**src/hw/tlb_map.vh**
```
`ifndef TLB_MAP_VH
`define TLB_MAP_VH
// ************************************************************
// geometry
// ************************************************************
`define ENT_N        8
`define IDX_W        3
`define VPN_W        19
`define MASK_W       16
`define ADDRESS_SPACE_TAG_W       8
`define PFN_W        20
`define LO_W         25
// ************************************************************
// register word offsets, haddr[4:2]
// ************************************************************
`define OFS_EHI      3'h0
`define OFS_ELO0     3'h1
`define OFS_ELO1     3'h2
`define OFS_PMASK    3'h3
`define OFS_INDEX    3'h4
`define OFS_CFG      3'h5
`define OFS_CMD      3'h6
`define OFS_STAT     3'h7
// ************************************************************
// field positions
// ************************************************************
`define EHI_VPN_HI   31
`define EHI_VPN_LO   13
`define EHI_INV_BIT  10
`define EHI_ADDRESS_SPACE_TAG_HI  7
`define LO_PFN_HI    25
`define LO_G_BIT     0
`define PM_MASK_HI   28
`define PM_MASK_LO   13
`define IDX_MISS_BIT 31
`define CFG_COP_BIT  0
`define CFG_TYPE_HI  3
`define CFG_TYPE_LO  1
`define CFG_CAP_HI   5
`define CFG_CAP_LO   4
`define CFG_REL_HI   8
`define CFG_REL_LO   6
`define CFG_ZM_BIT   9
`define CFG_MC_BIT   10
`define ST_CPU_BIT   0
`define ST_RI_BIT    1
`define ST_MC_BIT    2
`define ST_DONE_BIT  3
// ************************************************************
// commands, type codes and reset values
// ************************************************************
`define CMD_PROBE    2'h1
`define CMD_READ     2'h2
`define CMD_WRITE    2'h3
`define TYPE_BLOCK   3'h2
`define TYPE_FIXED   3'h3
`define REL_MC_PROBE 3'h3
`define REL_SIX      3'h6
`define CFG_RST      32'h00000593
`define MIN_PAGE     16'h0000
`endif

```
**src/hw/tlb_entry_store.v**
```verilog
`timescale 1ns/1ps
`include "tlb_map.vh"
module tlb_entry_store (
   // clock and reset
   input  wire                         core_clk_in,
   input  wire                         rst_n_in,
   // write port
   input  wire                         wr_en_in,
   input  wire                         inv_en_in,
   input  wire [`IDX_W-1:0]            idx_in,
   input  wire [`VPN_W-1:0]            vpn_in,
   input  wire [`MASK_W-1:0]           mask_in,
   input  wire [`ADDRESS_SPACE_TAG_W-1:0]           address_space_tag_in,
   input  wire                         g_in,
   input  wire [`LO_W-1:0]             lo0_in,
   input  wire [`LO_W-1:0]             lo1_in,
   // flattened contents
   output wire [`ENT_N*`VPN_W-1:0]     vpn_out,
   output wire [`ENT_N*`MASK_W-1:0]    mask_out,
   output wire [`ENT_N*`ADDRESS_SPACE_TAG_W-1:0]    address_space_tag_out,
   output wire [`ENT_N-1:0]            g_out,
   output wire [`ENT_N-1:0]            inv_out,
   output wire [`ENT_N*`LO_W-1:0]      lo0_out,
   output wire [`ENT_N*`LO_W-1:0]      lo1_out
);
   reg [`VPN_W-1:0]  vpn_q  [0:`ENT_N-1];
   reg [`MASK_W-1:0] mask_q [0:`ENT_N-1];
   reg [`ADDRESS_SPACE_TAG_W-1:0] address_space_tag_q [0:`ENT_N-1];
   reg [`LO_W-1:0]   lo0_q  [0:`ENT_N-1];
   reg [`LO_W-1:0]   lo1_q  [0:`ENT_N-1];
   reg [`ENT_N-1:0]  g_q;
   reg [`ENT_N-1:0]  inv_q;
   integer           i;

   always @(posedge core_clk_in) begin
      if (!rst_n_in) begin
         g_q   <= {`ENT_N{1'b0}};
         inv_q <= {`ENT_N{1'b1}};
         for (i = 0; i < `ENT_N; i = i + 1) begin
            vpn_q[i]  <= {`VPN_W{1'b0}};
            mask_q[i] <= {`MASK_W{1'b0}};
            address_space_tag_q[i] <= {`ADDRESS_SPACE_TAG_W{1'b0}};
            lo0_q[i]  <= {`LO_W{1'b0}};
            lo1_q[i]  <= {`LO_W{1'b0}};
         end
      end else if (inv_en_in) begin
         inv_q[idx_in] <= 1'b1;
      end else if (wr_en_in) begin
         inv_q[idx_in]  <= 1'b0;
         vpn_q[idx_in]  <= vpn_in;
         mask_q[idx_in] <= mask_in;
         address_space_tag_q[idx_in] <= address_space_tag_in;
         g_q[idx_in]    <= g_in;
         lo0_q[idx_in]  <= lo0_in;
         lo1_q[idx_in]  <= lo1_in;
      end
   end

   genvar k;
   generate
      for (k = 0; k < `ENT_N; k = k + 1) begin : flat
         assign vpn_out[k*`VPN_W +: `VPN_W]    = vpn_q[k];
         assign mask_out[k*`MASK_W +: `MASK_W] = mask_q[k];
         assign address_space_tag_out[k*`ADDRESS_SPACE_TAG_W +: `ADDRESS_SPACE_TAG_W] = address_space_tag_q[k];
         assign lo0_out[k*`LO_W +: `LO_W]      = lo0_q[k];
         assign lo1_out[k*`LO_W +: `LO_W]      = lo1_q[k];
      end
   endgenerate
   assign g_out   = g_q;
   assign inv_out = inv_q;
endmodule // tlb_entry_store

```
**src/hw/tlb_probe_match.v**
```verilog
`timescale 1ns/1ps
`include "tlb_map.vh"
module tlb_probe_match (
   // stored entries
   input  wire [`ENT_N*`VPN_W-1:0]     vpn_in,
   input  wire [`ENT_N*`MASK_W-1:0]    mask_in,
   input  wire [`ENT_N*`ADDRESS_SPACE_TAG_W-1:0]    address_space_tag_in,
   input  wire [`ENT_N-1:0]            g_in,
   input  wire [`ENT_N-1:0]            inv_in,
   // search key
   input  wire [`VPN_W-1:0]            key_vpn_in,
   input  wire [`ADDRESS_SPACE_TAG_W-1:0]           key_address_space_tag_in,
   // result
   output reg  [`ENT_N-1:0]            hit_out
);
   reg [`VPN_W-1:0] m;
   integer          i;

   // page-size mask bits ignored, global entries match any tag
   always @* begin
      m       = {`VPN_W{1'b0}};
      hit_out = {`ENT_N{1'b0}};
      for (i = 0; i < `ENT_N; i = i + 1) begin
         m = ~{3'h0, mask_in[i*`MASK_W +: `MASK_W]};
         hit_out[i] = !inv_in[i] &&
            ((vpn_in[i*`VPN_W +: `VPN_W] & m) == (key_vpn_in & m)) &&
            (g_in[i] ||
             address_space_tag_in[i*`ADDRESS_SPACE_TAG_W +: `ADDRESS_SPACE_TAG_W] == key_address_space_tag_in);
      end
   end
endmodule // tlb_probe_match

```
**src/hw/tlb_maint.v**
```verilog
`timescale 1ns/1ps
`include "tlb_map.vh"
module tlb_maint (
   // clock and reset
   input  wire                core_clk_in,
   input  wire                rst_n_in,
   // ahb-lite slave
   input  wire                hsel_in,
   input  wire [31:0]         haddr_in,
   input  wire [1:0]          htrans_in,
   input  wire                hwrite_in,
   input  wire [2:0]          hsize_in,
   input  wire [31:0]         hwdata_in,
   input  wire                hready_in,
   output reg                 hreadyout_out,
   output reg  [31:0]         hrdata_out,
   output reg                 hresp_out,
   // exception and completion pulses to the pipeline
   output reg                 op_done_out,
   output reg                 cop_unusable_out,
   output reg                 reserved_instr_out,
   output reg                 machine_check_out
);
   // ************************************************************
   // helpers
   // ************************************************************
   function [`PFN_W-1:0] cut_mask;
      input [`PFN_W-1:0]  val;
      input [`MASK_W-1:0] mask;
      input               en;
      begin
         cut_mask = en ? (val & ~{4'h0, mask}) : val;
      end
   endfunction

   function multi_hit;
      input [`ENT_N-1:0] v;
      begin
         multi_hit = (v & (v - {{(`ENT_N-1){1'b0}}, 1'b1})) !=
                     {`ENT_N{1'b0}};
      end
   endfunction

   // ************************************************************
   // state
   // ************************************************************
   reg [`VPN_W-1:0]   ehi_vpn_q;
   reg                ehi_inv_q;
   reg [`ADDRESS_SPACE_TAG_W-1:0]  ehi_address_space_tag_q;
   reg [`LO_W:0]      elo0_q;
   reg [`LO_W:0]      elo1_q;
   reg [`MASK_W-1:0]  pmask_q;
   reg [`IDX_W-1:0]   index_q;
   reg                index_miss_q;
   reg [31:0]         cfg_q;
   reg [3:0]          stat_q;
   reg                ap_valid_q;
   reg                ap_write_q;
   reg [2:0]          ap_addr_q;

   reg [`VPN_W-1:0]   ehi_vpn_d;
   reg                ehi_inv_d;
   reg [`ADDRESS_SPACE_TAG_W-1:0]  ehi_address_space_tag_d;
   reg [`LO_W:0]      elo0_d;
   reg [`LO_W:0]      elo1_d;
   reg [`MASK_W-1:0]  pmask_d;
   reg [`IDX_W-1:0]   index_d;
   reg                index_miss_d;
   reg [31:0]         cfg_d;
   reg [3:0]          stat_d;
   reg [3:0]          ev_set;
   reg                st_wr;
   reg                st_inv;
   reg [31:0]         rd_mux;
   reg [`IDX_W-1:0]   hit_idx;
   integer            i;

   wire [`ENT_N*`VPN_W-1:0]  e_vpn;
   wire [`ENT_N*`MASK_W-1:0] e_mask;
   wire [`ENT_N*`ADDRESS_SPACE_TAG_W-1:0] e_address_space_tag;
   wire [`ENT_N-1:0]         e_g;
   wire [`ENT_N-1:0]         e_inv;
   wire [`ENT_N*`LO_W-1:0]   e_lo0;
   wire [`ENT_N*`LO_W-1:0]   e_lo1;
   wire [`ENT_N-1:0]         hit_vec;

   // ************************************************************
   // configuration fields
   // ************************************************************
   wire       cop_en                = cfg_q[`CFG_COP_BIT];
   wire [2:0] mmu_type_field        = cfg_q[`CFG_TYPE_HI:`CFG_TYPE_LO];
   wire [1:0] invalidate_capability = cfg_q[`CFG_CAP_HI:`CFG_CAP_LO];
   wire [2:0] rel                   = cfg_q[`CFG_REL_HI:`CFG_REL_LO];
   wire       zm                    = cfg_q[`CFG_ZM_BIT];
   wire       mc_det                = cfg_q[`CFG_MC_BIT];
   wire       cap_on                = invalidate_capability != 2'h0;

   // ************************************************************
   // bus decode
   // ************************************************************
   wire accept  = hsel_in && hready_in && htrans_in[1];
   wire wr_en   = ap_valid_q && ap_write_q && hreadyout_out;
   wire rd_load = ap_valid_q && !ap_write_q && !hreadyout_out;
   wire cmd_wr  = wr_en && ap_addr_q == `OFS_CMD;
   wire [1:0] cmd = hwdata_in[1:0];

   // ************************************************************
   // selected entry
   // ************************************************************
   wire [`VPN_W-1:0]  s_vpn  = e_vpn[index_q*`VPN_W +: `VPN_W];
   wire [`MASK_W-1:0] s_mask = e_mask[index_q*`MASK_W +: `MASK_W];
   wire [`ADDRESS_SPACE_TAG_W-1:0] s_address_space_tag = e_address_space_tag[index_q*`ADDRESS_SPACE_TAG_W +: `ADDRESS_SPACE_TAG_W];
   wire [`LO_W-1:0]   s_lo0  = e_lo0[index_q*`LO_W +: `LO_W];
   wire [`LO_W-1:0]   s_lo1  = e_lo1[index_q*`LO_W +: `LO_W];
   wire               s_g    = e_g[index_q];
   wire               s_inv  = e_inv[index_q];

   // ************************************************************
   // exception qualification
   // ************************************************************
   wire is_cpu = cmd_wr && cmd != 2'h0 && !cop_en;
   wire is_ri  = cmd_wr && cmd != 2'h0 && cop_en && rel == `REL_SIX &&
                 (mmu_type_field == `TYPE_BLOCK ||
                  mmu_type_field == `TYPE_FIXED);
   wire go     = cmd_wr && cop_en && !is_ri;
   wire do_prb = go && cmd == `CMD_PROBE;
   wire do_rd  = go && cmd == `CMD_READ;
   wire do_wr  = go && cmd == `CMD_WRITE;
   wire wr_inv = do_wr && cap_on && ehi_inv_q;
   // other entries already hit by the new key
   wire [`ENT_N-1:0] others =
      hit_vec & ~({{(`ENT_N-1){1'b0}}, 1'b1} << index_q);

   // ************************************************************
   // entry storage and matcher
   // ************************************************************
   wire [`PFN_W-1:0] w_vpn  = cut_mask({1'b0, ehi_vpn_q}, pmask_q, zm);
   wire [`PFN_W-1:0] w_pfn0 = cut_mask(elo0_q[`LO_PFN_HI:6], pmask_q, zm);
   wire [`PFN_W-1:0] w_pfn1 = cut_mask(elo1_q[`LO_PFN_HI:6], pmask_q, zm);
   wire [`PFN_W-1:0] r_vpn  = cut_mask({1'b0, s_vpn}, s_mask, zm);
   wire [`PFN_W-1:0] r_pfn0 = cut_mask(s_lo0[`LO_W-1:5], s_mask, zm);
   wire [`PFN_W-1:0] r_pfn1 = cut_mask(s_lo1[`LO_W-1:5], s_mask, zm);

   tlb_entry_store u_store (
      .core_clk_in (core_clk_in),
      .rst_n_in    (rst_n_in),
      .wr_en_in    (st_wr),
      .inv_en_in   (st_inv),
      .idx_in      (index_q),
      .vpn_in      (w_vpn[`VPN_W-1:0]),
      .mask_in     (pmask_q),
      .address_space_tag_in     (ehi_address_space_tag_q),
      .g_in        (elo0_q[`LO_G_BIT] & elo1_q[`LO_G_BIT]),
      .lo0_in      ({w_pfn0, elo0_q[5:1]}),
      .lo1_in      ({w_pfn1, elo1_q[5:1]}),
      .vpn_out     (e_vpn),
      .mask_out    (e_mask),
      .address_space_tag_out    (e_address_space_tag),
      .g_out       (e_g),
      .inv_out     (e_inv),
      .lo0_out     (e_lo0),
      .lo1_out     (e_lo1)
   );

   tlb_probe_match u_match (
      .vpn_in      (e_vpn),
      .mask_in     (e_mask),
      .address_space_tag_in     (e_address_space_tag),
      .g_in        (e_g),
      .inv_in      (e_inv),
      .key_vpn_in  (ehi_vpn_q),
      .key_address_space_tag_in (ehi_address_space_tag_q),
      .hit_out     (hit_vec)
   );

   always @* begin
      hit_idx = {`IDX_W{1'b0}};
      for (i = 0; i < `ENT_N; i = i + 1) begin
         if (hit_vec[i]) begin
            hit_idx = i[`IDX_W-1:0];
         end
      end
   end

   // ************************************************************
   // operation and register update
   // ************************************************************
   always @* begin
      ehi_vpn_d    = ehi_vpn_q;
      ehi_inv_d    = ehi_inv_q;
      ehi_address_space_tag_d   = ehi_address_space_tag_q;
      elo0_d       = elo0_q;
      elo1_d       = elo1_q;
      pmask_d      = pmask_q;
      index_d      = index_q;
      index_miss_d = index_miss_q;
      cfg_d        = cfg_q;
      ev_set       = 4'h0;
      st_wr        = 1'b0;
      st_inv       = 1'b0;
      if (wr_en) begin
         case (ap_addr_q)
            `OFS_EHI: begin
               ehi_vpn_d  = hwdata_in[`EHI_VPN_HI:`EHI_VPN_LO];
               ehi_inv_d  = hwdata_in[`EHI_INV_BIT];
               ehi_address_space_tag_d = hwdata_in[`EHI_ADDRESS_SPACE_TAG_HI:0];
            end
            `OFS_ELO0:  elo0_d  = hwdata_in[`LO_W:0];
            `OFS_ELO1:  elo1_d  = hwdata_in[`LO_W:0];
            `OFS_PMASK: pmask_d = hwdata_in[`PM_MASK_HI:`PM_MASK_LO];
            `OFS_INDEX: begin
               index_d      = hwdata_in[`IDX_W-1:0];
               index_miss_d = 1'b0;
            end
            `OFS_CFG:   cfg_d   = hwdata_in;
            default: ;
         endcase
      end
      ev_set[`ST_CPU_BIT] = is_cpu;
      ev_set[`ST_RI_BIT]  = is_ri;
      ev_set[`ST_DONE_BIT] = go && cmd != 2'h0;
      if (do_prb) begin
         index_d      = hit_idx;
         index_miss_d = hit_vec == {`ENT_N{1'b0}};
         // probe multi-match only from release three on
         ev_set[`ST_MC_BIT] = mc_det && rel >= `REL_MC_PROBE &&
                              multi_hit(hit_vec);
      end
      // reads never report multi-match
      if (do_rd) begin
         if (cap_on && s_inv) begin
            ehi_vpn_d  = {`VPN_W{1'b0}};
            ehi_inv_d  = 1'b1;
            ehi_address_space_tag_d = {`ADDRESS_SPACE_TAG_W{1'b0}};
            elo0_d     = {(`LO_W+1){1'b0}};
            elo1_d     = {(`LO_W+1){1'b0}};
            pmask_d    = `MIN_PAGE;
         end else begin
            ehi_vpn_d  = r_vpn[`VPN_W-1:0];
            ehi_inv_d  = 1'b0;
            ehi_address_space_tag_d = s_address_space_tag;
            pmask_d    = s_mask;
            elo0_d     = {r_pfn0, s_lo0[4:0], s_g};
            elo1_d     = {r_pfn1, s_lo1[4:0], s_g};
         end
      end
      if (wr_inv) begin
         st_inv = 1'b1;
      end else if (do_wr) begin
         st_wr = 1'b1;
         // invalid marker cleared by the store
         ev_set[`ST_MC_BIT] = mc_det &&
            others != {`ENT_N{1'b0}};
      end
      // invalidating writes set only the done bit of ev_set
      // set wins over write-one-to-clear
      stat_d = stat_q;
      if (wr_en && ap_addr_q == `OFS_STAT) begin
         stat_d = stat_q & ~hwdata_in[3:0];
      end
      stat_d = stat_d | ev_set;
   end

   // ************************************************************
   // read mux
   // ************************************************************
   always @* begin
      case (ap_addr_q)
         `OFS_EHI:   rd_mux = {ehi_vpn_q, 2'h0, ehi_inv_q, 2'h0,
                               ehi_address_space_tag_q};
         `OFS_ELO0:  rd_mux = {6'h00, elo0_q};
         `OFS_ELO1:  rd_mux = {6'h00, elo1_q};
         `OFS_PMASK: rd_mux = {3'h0, pmask_q, 13'h0000};
         `OFS_INDEX: rd_mux = {index_miss_q, 28'h0000000, index_q};
         `OFS_CFG:   rd_mux = cfg_q;
         `OFS_STAT:  rd_mux = {28'h0000000, stat_q};
         default:    rd_mux = 32'h00000000;
      endcase
   end

   // ************************************************************
   // registers
   // ************************************************************
   always @(posedge core_clk_in) begin
      if (!rst_n_in) begin
         ehi_vpn_q          <= {`VPN_W{1'b0}};
         ehi_inv_q          <= 1'b0;
         ehi_address_space_tag_q         <= {`ADDRESS_SPACE_TAG_W{1'b0}};
         elo0_q             <= {(`LO_W+1){1'b0}};
         elo1_q             <= {(`LO_W+1){1'b0}};
         pmask_q            <= `MIN_PAGE;
         index_q            <= {`IDX_W{1'b0}};
         index_miss_q       <= 1'b0;
         cfg_q              <= `CFG_RST;
         stat_q             <= 4'h0;
         ap_valid_q         <= 1'b0;
         ap_write_q         <= 1'b0;
         ap_addr_q          <= 3'h0;
         hreadyout_out      <= 1'b1;
         hrdata_out         <= 32'h00000000;
         hresp_out          <= 1'b0;
         op_done_out        <= 1'b0;
         cop_unusable_out   <= 1'b0;
         reserved_instr_out <= 1'b0;
         machine_check_out  <= 1'b0;
      end else begin
         ehi_vpn_q          <= ehi_vpn_d;
         ehi_inv_q          <= ehi_inv_d;
         ehi_address_space_tag_q         <= ehi_address_space_tag_d;
         elo0_q             <= elo0_d;
         elo1_q             <= elo1_d;
         pmask_q            <= pmask_d;
         index_q            <= index_d;
         index_miss_q       <= index_miss_d;
         cfg_q              <= cfg_d;
         stat_q             <= stat_d;
         if (accept) begin
            ap_valid_q <= 1'b1;
            ap_write_q <= hwrite_in;
            ap_addr_q  <= haddr_in[4:2];
         end else if (hreadyout_out) begin
            ap_valid_q <= 1'b0;
         end
         // reads take one wait state so ops land first
         hreadyout_out <= !(accept && !hwrite_in);
         if (rd_load) begin
            hrdata_out <= rd_mux;
         end
         hresp_out          <= 1'b0;
         op_done_out        <= ev_set[`ST_DONE_BIT];
         cop_unusable_out   <= ev_set[`ST_CPU_BIT];
         reserved_instr_out <= ev_set[`ST_RI_BIT];
         machine_check_out  <= ev_set[`ST_MC_BIT];
      end
   end
endmodule // tlb_maint

```
**config.mk**
```make
export PLATFORM = sky130hd
export DESIGN_NAME = tlb_maint
export DESIGN_NICKNAME = d
export VERILOG_FILES = /design/src/hw/tlb_entry_store.v /design/src/hw/tlb_probe_match.v /design/src/hw/tlb_maint.v
export VERILOG_INCLUDE_DIRS = /design/src /design/src/hw
export SDC_FILE = /design/constraint.sdc
export NUM_CORES = 2
export LEC_CHECK = 0
export BUFFER_PORTS_ARGS = -buffer_cell sky130_fd_sc_hd__buf_2
export CAP_MARGIN = 0
export CORE_MARGIN = 4
export CORE_UTILIZATION = 60
export CTS_BUF_LIST = sky130_fd_sc_hd__clkbuf_16
export CTS_CLUSTER_DIAMETER = 50
export DETAILED_ROUTE_END_ITERATION = 16
export PLACE_DENSITY = 0.77
export SKIP_LAST_GASP = 1
export SYNTH_ARGS = -nofsm -noshare
export SYNTH_HDL_FRONTEND = slang
export SYNTH_SLANG_ARGS = --single-unit
```
**constraint.sdc**
```tcl
create_clock -name core_clk_in -period 28.8 [get_ports core_clk_in]
set_clock_uncertainty 0.15 [all_clocks]
set_input_delay 5.76 -clock core_clk_in [delete_from_list [all_inputs] [get_ports core_clk_in]]
set_output_delay 5.76 -clock core_clk_in [all_outputs]
set_load 0.02 [all_outputs]
```
# Yosys cells after proc, flatten, opt, wreduce, memory -nomap -nowiden
# Memories as Yosys holds them, arrays and structs flattened.
# Index checks and enable logic that the tools add are counted.
[word_totals]
memories = 5
mem_bits_rw = 744
reg_bits = 194
inputBits = 74
[classes]
bitwise = 43
muxes = 82
n_eq_ne = 29
magnitude_cmp = 3
n_mul = 2
add_sub_neg = 1
n_shift = 6
reduce_logical = 93
[mem_list]
columns = ["name", "depth", "width", "read_ports", "rd_clocked_by_memory_dff", "wr", "line", "source"]
rows = [
  ["u_store.lo0_q", 8, 25, 8, 0, 8, "tlb_entry_store.v:29", "reg [`LO_W-1:0] lo0_q [0:`ENT_N-1];"],
  ["u_store.lo1_q", 8, 25, 8, 0, 8, "tlb_entry_store.v:30", "reg [`LO_W-1:0] lo1_q [0:`ENT_N-1];"],
  ["u_store.vpn_q", 8, 19, 8, 0, 8, "tlb_entry_store.v:26", "reg [`VPN_W-1:0] vpn_q [0:`ENT_N-1];"],
  ["u_store.mask_q", 8, 16, 8, 0, 8, "tlb_entry_store.v:27", "reg [`MASK_W-1:0] mask_q [0:`ENT_N-1];"],
  ["u_store.address_space_tag_q", 8, 8, 8, 0, 8, "tlb_entry_store.v:28", "reg [`ADDRESS_SPACE_TAG_W-1:0] address_space_tag_q [0:`ENT_N-1];"],
]
[ops]
columns = ["op", "count"]
rows = [
  ["$shiftx A200 B9 Y25", 2],
  ["$and A19 B19 Y19", 18],
  ["$pmux W32 S7", 1],
  ["$mux W26", 8],
  ["$eq A19 B19 Y1", 8],
  ["$not A16 Y19", 8],
  ["$shiftx A152 B9 Y19", 1],
  ["$mux W19", 7],
  ["$shiftx A128 B8 Y16", 1],
  ["$and A20 B20 Y20", 4],
  ["$mux W16", 5],
  ["$mux W20", 4],
  ["$eq A8 B8 Y1", 8],
  ["$shiftx A64 B7 Y8", 1],
  ["$mux W8", 7],
  ["$mux W25", 2],
  ["$reduce_or A25 Y1", 2],
  ["$logic_and A1 B1 Y1", 43],
  ["$mux W3", 14],
  ["$not A16 Y20", 2],
  ["$mux W1", 29],
  ["$and A8 B8 Y8", 3],
  ["$reduce_bool A2 Y1", 11],
  ["$reduce_or A19 Y1", 1],
  ["30 further kinds", 69],
]

# Depth between registers and ports, before layout
[logic_depth]
ltp_word = 19
mapped_depth = 14

# By module
# From an unflattened synthesis, not the netlist that was laid out.
[hier_totals]
cells_unflattened = 3621
area_unflattened_um2 = 45613.7
[by_module_without_submodules]
columns = ["mod", "seq_area_each_um2", "area_per_inst_um2", "cells_each", "n_inst"]
rows = [
  ["tlb_entry_store", 22661.7, 28361.0, 1669, 1],
  ["tlb_maint", 3563.4, 14426.3, 1581, 1],
  ["tlb_probe_match", 0.0, 2826.5, 371, 1],
]

# Worst setup path before layout
# Ideal clock, no wire load.
[synth_timing]
path_type = "input to register"
from = "input hwdata_in[1]"
to = "memory u_store.address_space_tag_q[7][0] (netlist bit), enable pin"
path_slack_ps = 15082
t_arrival_ps = 12893
path_buffers = 2
path_stages = 5
setup_ps = 676
cell_sequence = "and3_1 -> buf_4 -> nand2_1 -> clkbuf_1 -> o21ai_0"
[synth_rtl]
columns = ["item", "line", "source"]
rows = [
  ["from (decl)", "tlb_maint.v:13", "input wire [31:0] hwdata_in,"],
  ["to (decl)", "tlb_entry_store.v:28", ""],
]

==> flow_summary.ini <==
[critical_path]
crit_family = buffers and inverters
critical_path.max_stage_delay_ns = 0.95
timing.rr.start = ap_addr_q[1]
crit_top_cell = buf_4
cp_cell_sequence = buf_2 -> and3_1 -> nand2_1 -> o21ai_4 -> buf_4 -> buf_4
cp-endpoint = u_store.lo1_q[5][16]
cp_slowest_cell = o21ai_4
crit_buf_inv = 3
cp_data_arrival_time_ns = 9.50
r2r-end = u_store.lo1_q[5][16]
regToRegSetupSlack_ns = 23.07
reg2reg_depth = 9
crit_type = input pin to register
crit_fanout = 44
crit_start = hwdata_in[0]
start_kind = input pin
cp-end-kind = register
crit_cells = 6
crit_required_ns = 28.92

[routing]
post_drt_via_cell_ratio = 6.80
routed_wl_mm = 137
drc = 0
drt_iter0_drc = 4811
drt_pass1_iterations = 6
drtAntennaViolNets = 0
num_vias = 31053
wire_per_inst_um = 30.0

[global_route]
use_met3 = 0.0890
grt_pass1_wl_mm = 200
grt_start_max_net_pins = 143
grt_pass1_vias = 29886
globalRouteMet1Util = 0.481
antenna_found_initial = 3
use_met2 = 0.518
gr-usage-all-layers = 0.350
grt-ovfl-total = 0
busiest_layer = met2

[clocking]
path_clk_slew_ns = 0.06
cts-buffers-inserted = 99
clock_path_buffers = 3
cts_sinks = 938
postCtsHoldBufs = 0
htreeDepth = 3
clockRootBuffer = clkbuf_16
cts_post_setup_buffers_inserted = 0
cts-resized-gates = 0
cts_tree = yes
clk_latency_ns = 0.65

[layout]
syn_to_final_growth_pct = 9.76
layout.nets = 3593
drive_above_1_share = 0.155
multi_input_area_um2 = 16800
seq_area_um2 = 26200
fin_util = 0.663
nFillCells = 5130

[die]
core_area_um2 = 72800
die_w_um = 279
ios = 112
die_h_um = 279
fp.dieArea_um2 = 77800
start_util = 0.604
core.rowCount = 99

[yosys]
syn_area_per_cell_um2 = 12.3
syn-num-nets = 3640
synth_edf_count = 744
synth.yosys.warnings = 0
syn-cell-area_um2 = 44000
ys.flop_type = edfxtp_1
ys_types = 53
synth-seq-cells = 938
syn_inst = 3566
synth_async_sr_flop_share = 0
ys_seq_area_frac = 0.596

[sta]
drv_slew = 0
post-route-period-util = 0.326
setup_viol = 0
min_period_ns = 9.39
slew_headroom = 0.143
hold_viol = 0
worst_pin_slew_ns = 1.29
fin_hold_ws_ns = 0.303
setup_tns_ns = 0
max_freq_mhz = 107
rsz0062_at_grt = no

[power]
ir_drop_uv = 60.5
p_leak_uw = 0.0161
power_density_nw_per_um2 = 59.3

[status]
status = finished, final reports clean

[flow_run]
cap_violations = 0

[hold_path]
hp-class = register to register

[placement]
io_buffers = 77
gp_congestion = 0.967
hpwl_mm = 80.8
-- worst reg2reg max path, cell delays in order, from the launching register on --
cell and delay [ns]:
dfxtp_2 0.64, nor2b_1 0.46, buf_4 0.30, nand4_4 0.16, nor2b_4 0.21, and3_1 0.36
nand2_1 0.59, o21ai_4 0.96, buf_4 0.68, buf_4 0.79
-- through the flow --
step	total power (µW)	setup slack [ns]	cells	area [µm²]
finish	2870	19.41	4564	48300
detailed placement	1640	18.84	4377	45100
floorplan	1600	15.08	3566	44000
CTS	2870	19.48	4563	48300
global route	2930	19.30	4563	48300
global placement	1640	18.88	4377	45100
-- layout by cell type, fill, tap and decap left out, types with 6 or more instances in the layout --
cell        netlist  routed
xnor2_1         144     144
edfxtp_1        744     744
nor2b_1           9       8
clkbuf_16         0     103
nand2b_1          7       7
nand3_1          20      18
nor2_1          545     535
o221ai_1          9       9
and3_1            8       8
mux4_2          191     191
o211ai_1         27      27
a22o_1           18      18
and2_1          364     364
nand4_1           6       6
clkinv_2          0      25
clkinv_1          0      13
clkinvlp_4        0       9
nand2_1         229     224
a21oi_1         176     176
clkinv_4          0       7
bufinv_16         0       6
o21ai_0         171     163
nor4_1           29      29
buf_4             3      58
mux2_2           28      28
a31oi_1           7       7
mux2i_1          96      96
nor3_1           13      13
inv_1            12      30
a22oi_1          40      40
o21ai_4           0       8
o22ai_1          77      77
buf_2            67      76
or4_1             6       6
xor2_1           72      72
nor2_4            0       9
dfxtp_1         194     188
-- area by class of cell --
type	count	share of cell area
diodes	1	0.0000518
clock buffers	103	0.0534
clock inverters	83	0.0125
inverters	13	0.00104
multi-input cells	2330	0.347
flip-flops and latches	938	0.543
well taps	959	0.0248
repair buffers	137	0.0181
-- worst min path at each step --
| stage | startpoint | to | cells after the start |
|---|---|---|---|
| 2_1_floorplan | index_miss_q | index_miss_q | 2 |
| 3_3_place_gp | cfg_q[14] | cfg_q[14] | 2 |
| 3_5_place_dp | cfg_q[14] | cfg_q[14] | 2 |
| 4_1_cts | cfg_q[14] | cfg_q[14] | 2 |
| 5_1_grt | cfg_q[19] | cfg_q[19] | 2 |
| 6_report | cfg_q[12] | cfg_q[12] | 2 |
-- power breakdown --
| group | total (µW) | switching, µW | internal (µW) |
|---|---|---|---|
| clock network | 1250 | 541 | 706 |
| logic | 102 | 70.7 | 31.6 |
| registers | 1520 | 20.1 | 1500 |
| total | 2870 | 632 | 2230 |
-- flip-flops by register name, indices dropped and copies added (netlist names), 4 cells and up, named ones only --
| signal | count |
|---|---|
| u_store.lo1_q | 200 |
| stat_q | 4 |
| u_store.mask_q | 128 |
| pmask_q | 16 |
| elo1_q | 26 |
| hrdata_out | 32 |
| elo0_q | 26 |
| u_store.g_out | 8 |
| ehi_address_space_tag_q | 8 |
| u_store.vpn_q | 152 |
| cfg_q | 32 |
| u_store.lo0_q | 200 |
| ehi_vpn_q | 19 |
| u_store.address_space_tag_q | 64 |
-- cells by family after synthesis --
family	synth area share
AOI/OAI and AO/OA	0.0717
xor gates and xnor gates	0.0430
buffers and inverters	0.0286
DFF	0.596
muxes	0.127
other	0.0000852
and+or+nand+nor	0.134
-- Yosys cell counts, drive strengths merged, types with 18 or more instances --
cell type | count | area (µm²)
a22oi | 40 | 300
and2 | 364 | 2280
edfxtp | 744 | 22300
o22ai | 77 | 482
dfxtp | 194 | 3880
nand3 | 21 | 110
mux2 | 28 | 315
o211ai | 27 | 203
a21oi | 176 | 881
o21ai | 173 | 866
clkbuf | 182 | 683
nor2 | 547 | 2060
mux4 | 191 | 4300
buf | 103 | 527
a22o | 18 | 158
nand2 | 229 | 860
mux2i | 96 | 961
xor2 | 72 | 631
xnor2 | 144 | 1260
nor4 | 29 | 181
-- routing by layer --
layer / up-vias / share of wire / routed length (µm)
met1: 15199 / 0.35 / 47700
met5: - / 0.00018 / 25
met2: 2476 / 0.44 / 60400
li1: 12837 / - / -
met4: 4 / 0.067 / 9130
met3: 537 / 0.14 / 19800
No activity file was read; power rests on OpenSTA's default activity.
